## src/rtl/cms_pkg.sv

```systemverilog
// Shared constants and types of the charge mode sequencer.
// Assumes a 50 MHz system clock and comparator results already qualified.
package cms_pkg;

  // System clock and the base tick of the backup timer chain.
  localparam longint CLK_HZ = 50000000;
  localparam longint TIMER_FULL_MIN = 283;
  localparam int TIMER_STAGES = 34;
  // Cycles per base tick: a full 34-stage count spans 283 minutes.
  localparam longint BASE_TICK_CYC =
    (TIMER_FULL_MIN * 60 * CLK_HZ) >> TIMER_STAGES;
  localparam longint SAMPLE_PERIOD_MS = 1380;
  localparam longint HOLDOFF_S = 160;
  localparam longint SAMPLE_TICKS =
    (SAMPLE_PERIOD_MS * (CLK_HZ / 1000)) / BASE_TICK_CYC;
  localparam longint HOLDOFF_TICKS = (HOLDOFF_S * CLK_HZ) / BASE_TICK_CYC;
  // Nominal test figures, kept for the bench.
  localparam int SW1_SKIP = 19;
  localparam int SW2_SKIP = 11;
  localparam int SW3A_SKIP = 5;
  localparam int SW3B_SKIP = 11;
  localparam int SW1_MAX_DELAY_US = 32300;
  localparam int SW2_DELAY_US = 338800;
  // Limit is code-plus-one eighths of the full count.
  localparam int LIMIT_SHIFT = 31;
  localparam int NS_EVENTS_NEEDED = 2;

  // Register map, byte addresses.
  localparam logic [7:0] ADDR_CTRL = 8'h00;
  localparam logic [7:0] ADDR_STATUS = 8'h04;
  localparam logic [7:0] ADDR_TIMER = 8'h08;
  localparam logic [1:0] CTRL_RESET = 2'h0;
  localparam int CTRL_FORCE_BIT = 0;
  localparam int CTRL_PULSE_BIT = 1;

  typedef enum logic [1:0] {ST_TRICKLE, ST_FAST, ST_LATCHED} cms_mode_t;

  // Qualified comparator results.
  typedef struct packed {
    logic senseLow;      // cell_voltage_sense below 1.0 V
    logic senseHigh;     // cell_voltage_sense above 2.0 V
    logic vccAbove3;     // supply above 3.0 V
    logic vccUvlo;       // supply below 2.8 V
    logic progUpper;     // prog_in_upper above select threshold or open
    logic progThermal;   // prog_in_thermal above select threshold or open
    logic progLower;     // prog_in_lower above select threshold or open
    logic upperRefNeg;   // prog_in_upper biased at -100 mV
    logic underTemp;
    logic overTemp;
    logic negSlopeEvent; // one-cycle pulse per detected negative slope
  } cms_sense_t;

endpackage

```

## src/rtl/cms_sequencer.sv

```systemverilog
// Charge mode sequencer: fast or trickle selection with backup timer.
// Assumes comparator results arrive synchronous to clk_sys.
//
// How it works
// - Entering the 1.0-2.0 V window selects fast and pulses timer/OT reset.
// - Two consecutive slope events in window after 160 s holdoff latch trickle.
// - Latched trickle clears only on window entry, supply rising past 3 V or a control register pulse.
// - Sense outside window gives unlatched trickle, reassessed every cycle.
// - Timer backup past its programmed limit latches trickle.
// - Fast only with sense in window, supply good, backup within limits.
// - In temperature mode, under-temperature holds unlatched trickle; fast returns once it clears.
// - In temperature mode, over-temperature sets a latch; only a reset pulse or supply below 2.8 V releases it.
// - Supply below 2.8 V forces trickle and resets timer and OT latch.
// - Backup timer is a 34-stage chain; full count means 283 minutes.
// - Sense below 1.0 V bypasses 19 timer stages.
// - With switch one, limit expiry latches after 8.1 to 32.3 ms.
// - Sense low plus upper input at -100 mV bypasses 11 timer stages.
// - Switch two gives the nominal 338.8 ms check of the lower stages.
// - Switch 3A bypasses 5 sample-gate stages, 32 times faster.
// - Switch 3B bypasses 11 holdoff stages, 2048 times faster.
// - Both switch three sections follow the upper input at -100 mV.
// - Any programming input high or open selects timer backup.
// - Three programming inputs pick one of seven limits, 71-283 minutes.
// - Latched trickle drives the mode output low until reset.
`timescale 1ns/1ps
module cms_sequencer
  import cms_pkg::*;
#(
  parameter longint SAMPLE_TICKS_P = SAMPLE_TICKS,
  parameter longint HOLDOFF_TICKS_P = HOLDOFF_TICKS
)
(
  // Clock and reset.
  input wire logic clk_sys,
  input wire logic rstn,
  // Comparator results.
  input wire cms_sense_t sense,
  // Outputs to the power stage.
  output logic fastMode,
  output logic sampleGateOut,
  // Wishbone slave.
  input wire logic wb_cyc_i,
  input wire logic wb_stb_i,
  input wire logic wb_we_i,
  input wire logic [7:0] wb_adr_i,
  input wire logic [3:0] wb_sel_i,
  input wire logic [31:0] wb_dat_i,
  output logic [31:0] wb_dat_o,
  output logic wb_ack_o
);

  localparam logic [7:0] BASE_CYC = 8'(BASE_TICK_CYC);

  // Base tick divider.
  logic [7:0] tickCnt;
  logic [7:0] next_tickCnt;
  logic baseTick;
  logic next_baseTick;

  always_comb
  begin
    next_tickCnt = tickCnt + 8'h01;
    next_baseTick = 1'b0;
    if (tickCnt == BASE_CYC - 8'h01)
    begin
      next_tickCnt = 8'h00;
      next_baseTick = 1'b1;
    end
  end

  always_ff @(posedge clk_sys or negedge rstn)
  begin
    if (!rstn)
    begin
      tickCnt <= 8'h00;
      baseTick <= 1'b0;
    end
    else
    begin
      tickCnt <= next_tickCnt;
      baseTick <= next_baseTick;
    end
  end

  // Input sampling and edge detection.
  cms_sense_t senseQ;
  logic inWindowQ;
  logic vccAbove3Q;
  logic inWindow;
  logic timerMode;
  logic resetPulse;
  logic swPulse;
  logic timerClear;

  always_ff @(posedge clk_sys or negedge rstn)
  begin
    if (!rstn)
    begin
      senseQ <= '0;
      // The cleared sample reads as inside, so no false entry follows reset.
      inWindowQ <= 1'b1;
      vccAbove3Q <= 1'b0;
    end
    else
    begin
      senseQ <= sense;
      inWindowQ <= inWindow;
      vccAbove3Q <= senseQ.vccAbove3;
    end
  end

  assign inWindow = !senseQ.senseLow && !senseQ.senseHigh;
  assign timerMode = senseQ.progUpper || senseQ.progThermal ||
    senseQ.progLower;
  // Single-cycle pulse on window entry, supply recovery or a control register pulse.
  assign resetPulse = (inWindow && !inWindowQ) ||
    (senseQ.vccAbove3 && !vccAbove3Q) || swPulse;
  assign timerClear = resetPulse || senseQ.vccUvlo;

  // Timer chain with test bypass.
  logic sw1;
  logic sw2;
  logic sw3;
  logic [5:0] timerSkip;
  logic [TIMER_STAGES:0] timerLimit;
  logic [TIMER_STAGES:0] timerCount;
  logic timerDone;
  logic [3:0] limitEighths;

  assign sw1 = senseQ.senseLow;
  assign sw2 = senseQ.senseLow && senseQ.upperRefNeg;
  assign sw3 = senseQ.upperRefNeg;
  // Second switch exercises the stages that the first one hides.
  assign timerSkip = sw2 ? 6'(SW2_SKIP) :
    (sw1 ? 6'(SW1_SKIP) : 6'h00);
  assign limitEighths = {1'b0, senseQ.progLower, senseQ.progThermal,
    senseQ.progUpper} + 4'h1;
  assign timerLimit = (TIMER_STAGES+1)'(limitEighths) << LIMIT_SHIFT;

  cms_stage_counter #(.WIDTH(TIMER_STAGES)) u_timer
  (
    .clk_sys(clk_sys),
    .rstn(rstn),
    .clear(timerClear),
    .tick(baseTick && timerMode),
    .skip(timerSkip),
    .limit(timerLimit),
    .count(timerCount),
    .done(timerDone)
  );

  // Sample gate divider.
  localparam int SW = 24;
  localparam int HW = 30;
  logic [SW:0] sampleCount;
  logic sampleDone;

  cms_stage_counter #(.WIDTH(SW)) u_sample
  (
    .clk_sys(clk_sys),
    .rstn(rstn),
    .clear(sampleDone),
    .tick(baseTick),
    .skip(sw3 ? 6'(SW3A_SKIP) : 6'h00),
    .limit((SW+1)'(SAMPLE_TICKS_P)),
    .count(sampleCount),
    .done(sampleDone)
  );

  // Holdoff timer, restarted with every reset pulse.
  logic [HW:0] holdCount;
  logic holdDone;

  cms_stage_counter #(.WIDTH(HW)) u_holdoff
  (
    .clk_sys(clk_sys),
    .rstn(rstn),
    .clear(timerClear),
    .tick(baseTick),
    .skip(sw3 ? 6'(SW3B_SKIP) : 6'h00),
    .limit((HW+1)'(HOLDOFF_TICKS_P)),
    .count(holdCount),
    .done(holdDone)
  );

  // Consecutive negative slope tracking.
  logic eventSeen;
  logic next_eventSeen;
  logic [1:0] nsCount;
  logic [1:0] next_nsCount;
  logic slopeFull;

  always_comb
  begin
    // A new event wins over the clear at the sample gate.
    next_eventSeen = senseQ.negSlopeEvent || (eventSeen && !sampleDone);
    next_nsCount = nsCount;
    if (!inWindow || resetPulse)
      next_nsCount = 2'h0;
    else if (sampleDone)
    begin
      if (eventSeen || senseQ.negSlopeEvent)
        next_nsCount = (nsCount == 2'(NS_EVENTS_NEEDED)) ?
          nsCount : nsCount + 2'h1;
      else
        next_nsCount = 2'h0;
    end
  end

  always_ff @(posedge clk_sys or negedge rstn)
  begin
    if (!rstn)
    begin
      eventSeen <= 1'b0;
      nsCount <= 2'h0;
    end
    else
    begin
      eventSeen <= next_eventSeen;
      nsCount <= next_nsCount;
    end
  end

  assign slopeFull = inWindow && holdDone &&
    (nsCount == 2'(NS_EVENTS_NEEDED));

  // Over-temperature latch.
  logic otLatch;
  logic next_otLatch;

  always_comb
  begin
    next_otLatch = otLatch;
    if (!timerMode && senseQ.overTemp)
      next_otLatch = 1'b1;
    else if (timerClear)
      next_otLatch = 1'b0;
    // Supply lockout is a true reset and holds the latch clear.
    if (senseQ.vccUvlo)
      next_otLatch = 1'b0;
  end

  always_ff @(posedge clk_sys or negedge rstn)
  begin
    if (!rstn)
      otLatch <= 1'b0;
    else
      otLatch <= next_otLatch;
  end

  // Control register and mode state.
  logic forceTrickle;
  logic next_forceTrickle;
  logic next_swPulse;
  cms_mode_t mode;
  cms_mode_t next_mode;
  logic fastOk;
  logic latchSet;
  logic next_fastMode;

  // Every set source is cleared by the pulse, so stale values must not
  // outvote it, or a timer expiry could never be released.
  assign latchSet = !resetPulse &&
    (slopeFull || (timerMode && timerDone));
  assign fastOk = inWindow && senseQ.vccAbove3 && !senseQ.vccUvlo &&
    !otLatch && !forceTrickle &&
    !(!timerMode && senseQ.underTemp);

  always_comb
  begin
    next_mode = mode;
    case (mode)
      ST_TRICKLE:
        if (latchSet && !senseQ.vccUvlo)
          next_mode = ST_LATCHED;
        else if (fastOk)
          next_mode = ST_FAST;
      ST_FAST:
        if (latchSet && !senseQ.vccUvlo)
          next_mode = ST_LATCHED;
        else if (!fastOk)
          next_mode = ST_TRICKLE;
      ST_LATCHED:
        if (resetPulse && !latchSet)
          next_mode = ST_TRICKLE;
      default:
        next_mode = ST_TRICKLE;
    endcase
    next_fastMode = (next_mode == ST_FAST);
  end

  always_ff @(posedge clk_sys or negedge rstn)
  begin
    if (!rstn)
    begin
      mode <= ST_TRICKLE;
      fastMode <= 1'b0;
      sampleGateOut <= 1'b0;
    end
    else
    begin
      mode <= next_mode;
      fastMode <= next_fastMode;
      sampleGateOut <= sampleDone;
    end
  end

  // Wishbone slave: ack one cycle after the strobe, dropped next cycle.
  logic [31:0] next_dat;
  logic next_ack;
  logic wbReq;
  logic [31:0] statusWord;

  assign wbReq = wb_cyc_i && wb_stb_i && !wb_ack_o;
  assign statusWord = {20'h00000, nsCount, holdDone, timerDone,
    timerMode, inWindow, otLatch, mode == ST_LATCHED,
    mode == ST_FAST, sw3, sw2, sw1};

  always_comb
  begin
    next_ack = wbReq;
    next_dat = 32'h00000000;
    next_forceTrickle = forceTrickle;
    next_swPulse = 1'b0;
    if (wbReq)
    begin
      case (wb_adr_i)
        ADDR_CTRL:
        begin
          next_dat = {30'h0, 1'b0, forceTrickle};
          if (wb_we_i && wb_sel_i[0])
          begin
            next_forceTrickle = wb_dat_i[CTRL_FORCE_BIT];
            next_swPulse = wb_dat_i[CTRL_PULSE_BIT];
          end
        end
        ADDR_STATUS:
          next_dat = statusWord;
        ADDR_TIMER:
          next_dat = timerCount[TIMER_STAGES:TIMER_STAGES-31];
        default:
          next_dat = 32'h00000000;
      endcase
    end
  end

  always_ff @(posedge clk_sys or negedge rstn)
  begin
    if (!rstn)
    begin
      wb_ack_o <= 1'b0;
      wb_dat_o <= 32'h00000000;
      forceTrickle <= CTRL_RESET[CTRL_FORCE_BIT];
      swPulse <= 1'b0;
    end
    else
    begin
      wb_ack_o <= next_ack;
      wb_dat_o <= next_dat;
      forceTrickle <= next_forceTrickle;
      swPulse <= next_swPulse;
    end
  end

endmodule

```

## src/rtl/cms_stage_counter.sv

```systemverilog
// Divider chain with bypassable low stages and a programmable end count.
// Assumes tick is a one-cycle enable; clear wins over tick.
`timescale 1ns/1ps
module cms_stage_counter
  import cms_pkg::*;
#(
  parameter int WIDTH = 34
)
(
  // Clock and reset.
  input wire logic clk_sys,
  input wire logic rstn,
  // Control.
  input wire logic clear,
  input wire logic tick,
  input wire logic [5:0] skip,
  input wire logic [WIDTH:0] limit,
  // Result.
  output logic [WIDTH:0] count,
  output logic done
);

  logic [WIDTH:0] next_count;
  logic next_done;
  logic [WIDTH+1:0] sum;

  always_comb
  begin
    // Bypassing stages is a larger step, so the chain reaches the end early.
    sum = {1'b0, count} + ({{(WIDTH+1){1'b0}}, 1'b1} << skip);
    next_count = count;
    if (clear)
      next_count = '0;
    else if (tick && !done)
      next_count = (sum >= {1'b0, limit}) ? limit : sum[WIDTH:0];
    next_done = !clear && (next_count >= limit);
  end

  always_ff @(posedge clk_sys or negedge rstn)
  begin
    if (!rstn)
    begin
      count <= '0;
      done <= 1'b0;
    end
    else
    begin
      count <= next_count;
      done <= next_done;
    end
  end

endmodule

```

## config.mk

```make
export PLATFORM = sky130hd
export DESIGN_NAME = cms_sequencer
export DESIGN_NICKNAME = d
export VERILOG_FILES = /design/src/rtl/cms_pkg.sv /design/src/rtl/cms_sequencer.sv /design/src/rtl/cms_stage_counter.sv
export SDC_FILE = /design/constraint.sdc
export NUM_CORES = 1
export LEC_CHECK = 0
export BUFFER_PORTS_ARGS = -buffer_cell sky130_fd_sc_hd__clkbuf_2
export CORE_UTILIZATION = 25
export DETAILED_ROUTE_END_ITERATION = 10
export PLACE_DENSITY = 0.42
export SYNTH_ARGS = -nofsm -noshare
export SYNTH_HDL_FRONTEND = slang
export SYNTH_SLANG_ARGS = --single-unit
export TNS_END_PERCENT = 1
```

## constraint.sdc

```tcl
create_clock -name clk_sys -period 8.62 [get_ports clk_sys]
set_input_delay 0.862 -clock clk_sys [delete_from_list [all_inputs] [get_ports clk_sys]]
set_output_delay 0.862 -clock clk_sys [all_outputs]
set_load 0.005 [all_outputs]
```

Word-level counts from Yosys, hierarchy flattened
Index checks and enable logic that the tools add are counted.
Storage, ports and cells
  register bits after elaboration: 159
  output and inout bits: 35
  logic and storage cells: 147
Cells by class
  $add $sub $neg: 6
  order comparisons: 6
  eq/ne operators: 8
  shift operators: 3
  multiplexer cells: 33
  reductions and logical operators: 60
Operator list (number)
  two-way mux 35 bit: 3
  case mux 32 bit (3 select lines): 1
  two-way mux 31 bit: 3
  two-way mux 25 bit: 3
  adder 35 x 36 -> 36 bit: 1
  greater-or-equal comparator 36 x 35 -> 1 bit: 1
  << shifter 1 x 5 -> 36 bit, first input constant: 1
  greater-or-equal comparator 35 bit: 1
  adder 31 x 32 -> 32 bit: 1
  greater-or-equal comparator 32 x 28 -> 1 bit, second input constant: 1
  two-way mux 32 bit: 1
  << shifter 1 x 4 -> 32 bit, first input constant: 1
  greater-or-equal comparator 31 x 28 -> 1 bit, second input constant: 1
  logical AND 1 bit: 28
  adder 25 x 26 -> 26 bit: 1
  greater-or-equal comparator 26 x 21 -> 1 bit, second input constant: 1
  << shifter 1 x 3 -> 26 bit, first input constant: 1
  greater-or-equal comparator 25 x 21 -> 1 bit, second input constant: 1
  two-way mux 2 bit: 9
  zero test 1 bit: 17
  two-way mux 5 bit: 2
  logical OR 1 bit: 9
  adder 8 x 1 -> 8 bit, second input constant: 1
  == test 8 x 3 -> 1 bit, second input constant: 1
  18 further kinds: 26

Logic depth before layout (Yosys ltp)
  word-level depth: 12
  gate-level depth with buffers: 30
  mapped depth without buffers: 28

Cells and area by module
A second synthesis with hierarchy kept.
Second synthesis, totals
  cells, all modules: 2027
  area, all modules: 16966.3 um^2
By module, submodules not included
  cms_stage_counter (u_timer): instances 1, cells each 716, area each 5585.4 um^2, sequential area each 900.9 um^2
  cms_stage_counter (u_holdoff): instances 1, cells each 628, area each 4931.0 um^2, sequential area each 800.8 um^2
  cms_stage_counter (u_sample): instances 1, cells each 485, area each 3972.6 um^2, sequential area each 650.6 um^2
  cms_sequencer: instances 1, cells each 198, area each 2477.4 um^2, sequential area each 1627.8 um^2

Worst setup path after synthesis
No wires, ideal clock.
  kind: reg2reg
  from: register senseQ (netlist bit sw1)
  to: register u_timer.done
  library setup time: 0.128 ns
  arrival: 5.916 ns
  required time: 8.492 ns
  setup slack: 2.576 ns
  cell stages (with the launch flop): 31
  clock period less this slack: 6.044 ns
  cell sequence: dfrtp_1 -> inv_1 -> ha_1 -> ha_1 -> a31oi_1 -> o41ai_1 -> a31oi_1 -> o21a_1 -> o21bai_1 -> nand2_1 -> xnor2_1 -> ha_1 -> nand2_1 -> a2111oi_0 -> o211ai_1 -> nor4b_1 -> nand4_1 -> nor4_1 -> nand4_1 -> o31ai_1 -> buf_4 -> buf_4 -> nand2_1 -> o211ai_1 -> a21oi_1 -> ha_1 -> nor2b_1 -> o21a_1 -> o21a_1 -> o21ai_0 -> o31ai_1
On the way
  longest elaborated chain between the ends: 10
  elaborated cells between the ends (all ways): 18
  classes of those cells: 1 x add/sub; 2 x order compare; 1 x shift; 5 x mux; 9 x reduce/logical
Ends and longest elaborated chain
  start, declared: RTL line cms_sequencer.sv:86  | cms_sense_t senseQ;
  start signal, assigned: RTL line cms_sequencer.sv:106  | senseQ <= sense;
  two-way mux 5 bit / logical AND 1 bit (equally long branches): RTL line cms_sequencer.sv:135, cms_sequencer.sv:131
  two-way mux 5 bit: RTL line cms_sequencer.sv:134  | assign timerSkip = sw2 ? 6'(SW2_SKIP) :
  << shifter 1 x 5 -> 36 bit: RTL line cms_stage_counter.sv:30  | sum = {1'b0, count} + ({{(WIDTH+1){1'b0}}, 1'b1} << skip);
  adder 35 x 36 -> 36 bit: RTL line cms_stage_counter.sv:30
  greater-or-equal comparator 36 x 35 -> 1 bit: RTL line cms_stage_counter.sv:35  | next_count = (sum >= {1'b0, limit}) ? limit : sum[WIDTH:0];
  two-way mux 35 bit: RTL line cms_stage_counter.sv:35
  two-way mux 35 bit: RTL line cms_stage_counter.sv:34  | else if (tick && !done)
  two-way mux 35 bit *: RTL line cms_stage_counter.sv:32  | if (clear)
  via u_timer.next_count[32]: RTL line cms_stage_counter.sv:23  | logic [WIDTH:0] next_count;
  greater-or-equal comparator 35 bit *: RTL line cms_stage_counter.sv:36  | next_done = !clear && (next_count >= limit);
  logical AND 1 bit *: RTL line cms_stage_counter.sv:36
  via u_timer.next_done: RTL line cms_stage_counter.sv:24  | logic next_done;
  end signal, assigned: RTL line cms_stage_counter.sv:49  | done <= next_done;
  end, declared: RTL line cms_stage_counter.sv:20  | output logic done
The timed path passes the listed nets; every way through them passes the cells marked *.
A chain may end at the register's enable or synchronous reset.

Final worst setup path
Same ends and word-level chain as after synthesis.

==> summary.txt <==
GRT
  – Total track usage: 0.158
  – Vias in the first global route: 9027
  – Antenna violations before repair: 0
  – Largest net degree at the start of global routing: 66
  – First-pass GRT wire length: 53500 um
  – Overflow after GRT: 0

Flow run
  – Max Cap Viol: 0

Timing
  – Fin. Hold Viols: 0
  – Final TNS setup: 0 ns
  – Post-Route Skew: 0.0125 ns
  – Final setup fails: 0
  – Crit path time final: 7.38 ns
  – Worst-Margin Slew: 1.01 ns
  – Slew HR: 0.327
  – Peak Freq: 0.135 GHz
  – Crit share post-route: 0.856
  – RSZ-0062 raised after global routing: false
  – Slew Limit Fails: 0

Worst setup path
  – Crit start category: register
  – Worst reg2reg path startpoint: sw1
  – CP arrival: 7.69 ns
  – CP Launch Point: sw1
  – Setup CP Type: reg2reg
  – CP dominant cell by count: ha_1
  – CP max stage delay: 0.61 ns
  – Worst Setup End Kind: register
  – CP max-delay cell: o41ai_1
  – Worst Path Required: 8.93 ns
  – Crit Path Max Fanout: 11

Synth
  – Post-synthesis mux area share: 0.00678
  – Post-synthesis register bit count: 159
  – Post-Syn Instances: 1216
  – Ys async rst share: 1.00
  – Post-synth cell types: 100
  – Simple-gate share of the synthesized area: 0.268
  – Synthesized-area fraction occupied by adder cells: 0.0333
  – Top-area cell type share of the netlist area: 0.376
  – Sequential share of the synthesized area: 0.379
  – Count leader, synth: dfrtp_1
  – Most instantiated cells after synthesis: dfrtp_1 (158), nor2_1 (121), nand2_1 (110)
  – Post-synthesis xor/xnor area fraction: 0.0483
  – Largest family of logic cells by synthesized area: simple AND/OR/NAND/NOR gates
  – Synth Area in Compound Gates: 0.214
  – Post-synth top area cell: dfrtp_1
  – Leading post-synthesis cells by cell area: dfrtp_1 (38%), nor2_1 (4.3%), nand2_1 (3.9%)
  – Post-synth EDFFs: 0
  – Ys flop type: dfrtp_1
  – Synthesized cell area: 0.0105 mm^2
  – Syn Area/Cell: 8.65 um^2
  – Ys Warns: 0

Clock network
  – Clk Latency, worst-skew pair: 0.45 ns
  – CTS Hold Buffers Added: 0
  – H-tree levels: 4
  – CTS Root Buffer Type: clkbuf_16
  – Clk pin slew, worst setup/hold paths: 0.07 ns
  – CTS tree: done
  – Post-CTS resize count: 0
  – Post-CTS setup buffer count: 0
  – CTS Buffer Depth: 2
  – Clock sinks: 159
  – TritonCTS Buffers: 17

Run status
  – Failing checks: DRC
  – Status: finished, violations left

Power
  – Sw frac: 0.249
  – PwrDens: 139 mW/mm^2
  – Net Sw Power: 0.410 mW
  – Comb power frac: 0.061
  – Int Power: 1.24 mW
  – Max IR drop VDD: 0.0883 mV
  – Clk pwr share: 0.481
  – Leakage: 4.97 nW
  – Sequential share of power: 0.458

Placement
  – Hpwl dp: 23800 um
  – Placed Area: 0.0112 mm^2
  – Buffers on Ports: 61
  – RD Place Congestion: 0.872

Cells and area
  – Design area: 0.0118 mm^2
  – Layout cells sized above 1: 0.126
  – Final layout net count: 1326
  – Inserted Diodes: 0
  – Final Util: 0.288
  – Area Growth Syn to Fin: 12.7%

Detailed routing
  – Drt drc: 7
  – DRT Wirelength: 33500 um
  – Via-per-instance ratio: 5.32
  – Iter 0 DRT Violations: 785
  – Post-route antenna net violation count: 0
  – DRT Pass-1 Iters: 11
  – Via count: 9477
  – Wire per inst: 18.8 um

Floorplanning
  – Die W: 207 um
  – Die Area: 0.0429 mm^2
  – Core area: 0.0411 mm^2
  – Row count: 74
  – Top Ports: 95
  – Die height: 207 um
  – Initial Util: 0.256

Min path
  – HP Class: in2async
==> critical path, delay by kind of cell (launching register included) <==
family                   cells  cell delay, ns
AO/OA/AOI/OAI               14            3.56
AND/OR/NAND/NOR              8            1.46
adder cells (fa/ha/maj)      4            1.19
flip-flops                   1            0.44
buffers and inverters        2            0.38
XOR/XNOR                     1            0.18
==> registers in the layout (all words and copies together) (netlist names), 2 cells and up <==
register / cells
u_timer.count: 35
wb_dat_o: 32
u_holdoff.count: 31
u_sample.count: 25
senseQ: 9
tickCnt: 8
mode: 2
nsCount: 2
==> power by group through the flow <==
| stage | clock network (mW) | logic [mW] | registers [mW] |
|---|---|---|---|
| 2_1_floorplan | 0 | 0.0519 | 0.768 |
| 4_1_cts | 0.819 | 0.102 | 0.755 |
| 3_5_place_dp | 0 | 0.102 | 0.769 |
| 6_report | 0.794 | 0.100 | 0.755 |
| 5_1_grt | 0.851 | 0.112 | 0.755 |
| 3_3_place_gp | 0 | 0.102 | 0.769 |
==> final cells by class <==
class | count | area (um^2)
well taps | 532 | 666
inverters | 34 | 128
multi-input cells | 949 | 6030
flip-flops and latches | 159 | 3980
fillers | 4409 | 29300
clock buffers | 21 | 480
clock inverters | 11 | 131
repair buffers | 77 | 432
==> layout by cell type, fill, tap and decap left out, types with 9 or more instances in the layout <==
cell type,instances
nor4_1,23
inv_1,33
nand2_1,110
nand2b_1,10
clkbuf_16,17
and2_1,21
o31ai_1,12
o21ai_0,48
a22oi_1,19
buf_4,16
nor2b_1,15
a211oi_1,12
a31oi_1,21
a21oi_1,74
xor2_1,24
and3_1,55
nor2_1,121
ha_1,28
nand4_1,24
o211ai_1,9
clkbuf_2,60
dfrtp_1,158
nand3_1,52
nor3_1,41
xnor2_1,34
o21ai_1,12
==> path summary, 6_finish.rpt <==
check                                     end  slack (ns)  cells after the start
setup / recovery                 u_timer.done        1.24                     29
hold reg to reg                    vccAbove3Q        0.43                      0
setup reg to reg                 u_timer.done        1.24                     29
min in group clk_sys               vccAbove3Q        0.43                      0
hold / removal             u_sample.count[16]        0.34                      1
max in group asynchronous   u_timer.count[27]        6.46                      3
==> cell families (layout without fill, tap and decap cells) <==
logic type                 after synthesis  count (layout)
and+or+nand+nor                        538             538
AOI/OAI and AO/OA                      313             313
DFF                                    159             159
buffers and inverters                  112             143
xor gates and xnor gates                58              58
adders and majority gates               28              28
muxes                                    7               7
other                                    1               5
==> layer usage <==
metal | track usage | share of wire | up-vias
li1 | - | - | 4550
met1 | 0.232 | 0.51 | 4642
met5 | 0 | 0 | -
met2 | 0.235 | 0.43 | 250
met4 | 0.0497 | 0.017 | 0
met3 | 0.0243 | 0.044 | 35
==> stage by stage <==
step                      std cells  total power [mW]  hold slack (ns)  setup slack [ns]
after global routing           1783              1.72            0.374             0.426
after CTS                      1783              1.68            0.347              1.24
after floorplan                1220             0.819            0.367              2.58
after detailed placement       1751             0.871            0.415              1.31
final                          1783              1.65            0.342              1.24
after global placement         1751             0.872            0.416              1.46
Note: power is estimated with default switching activity, not from simulation.
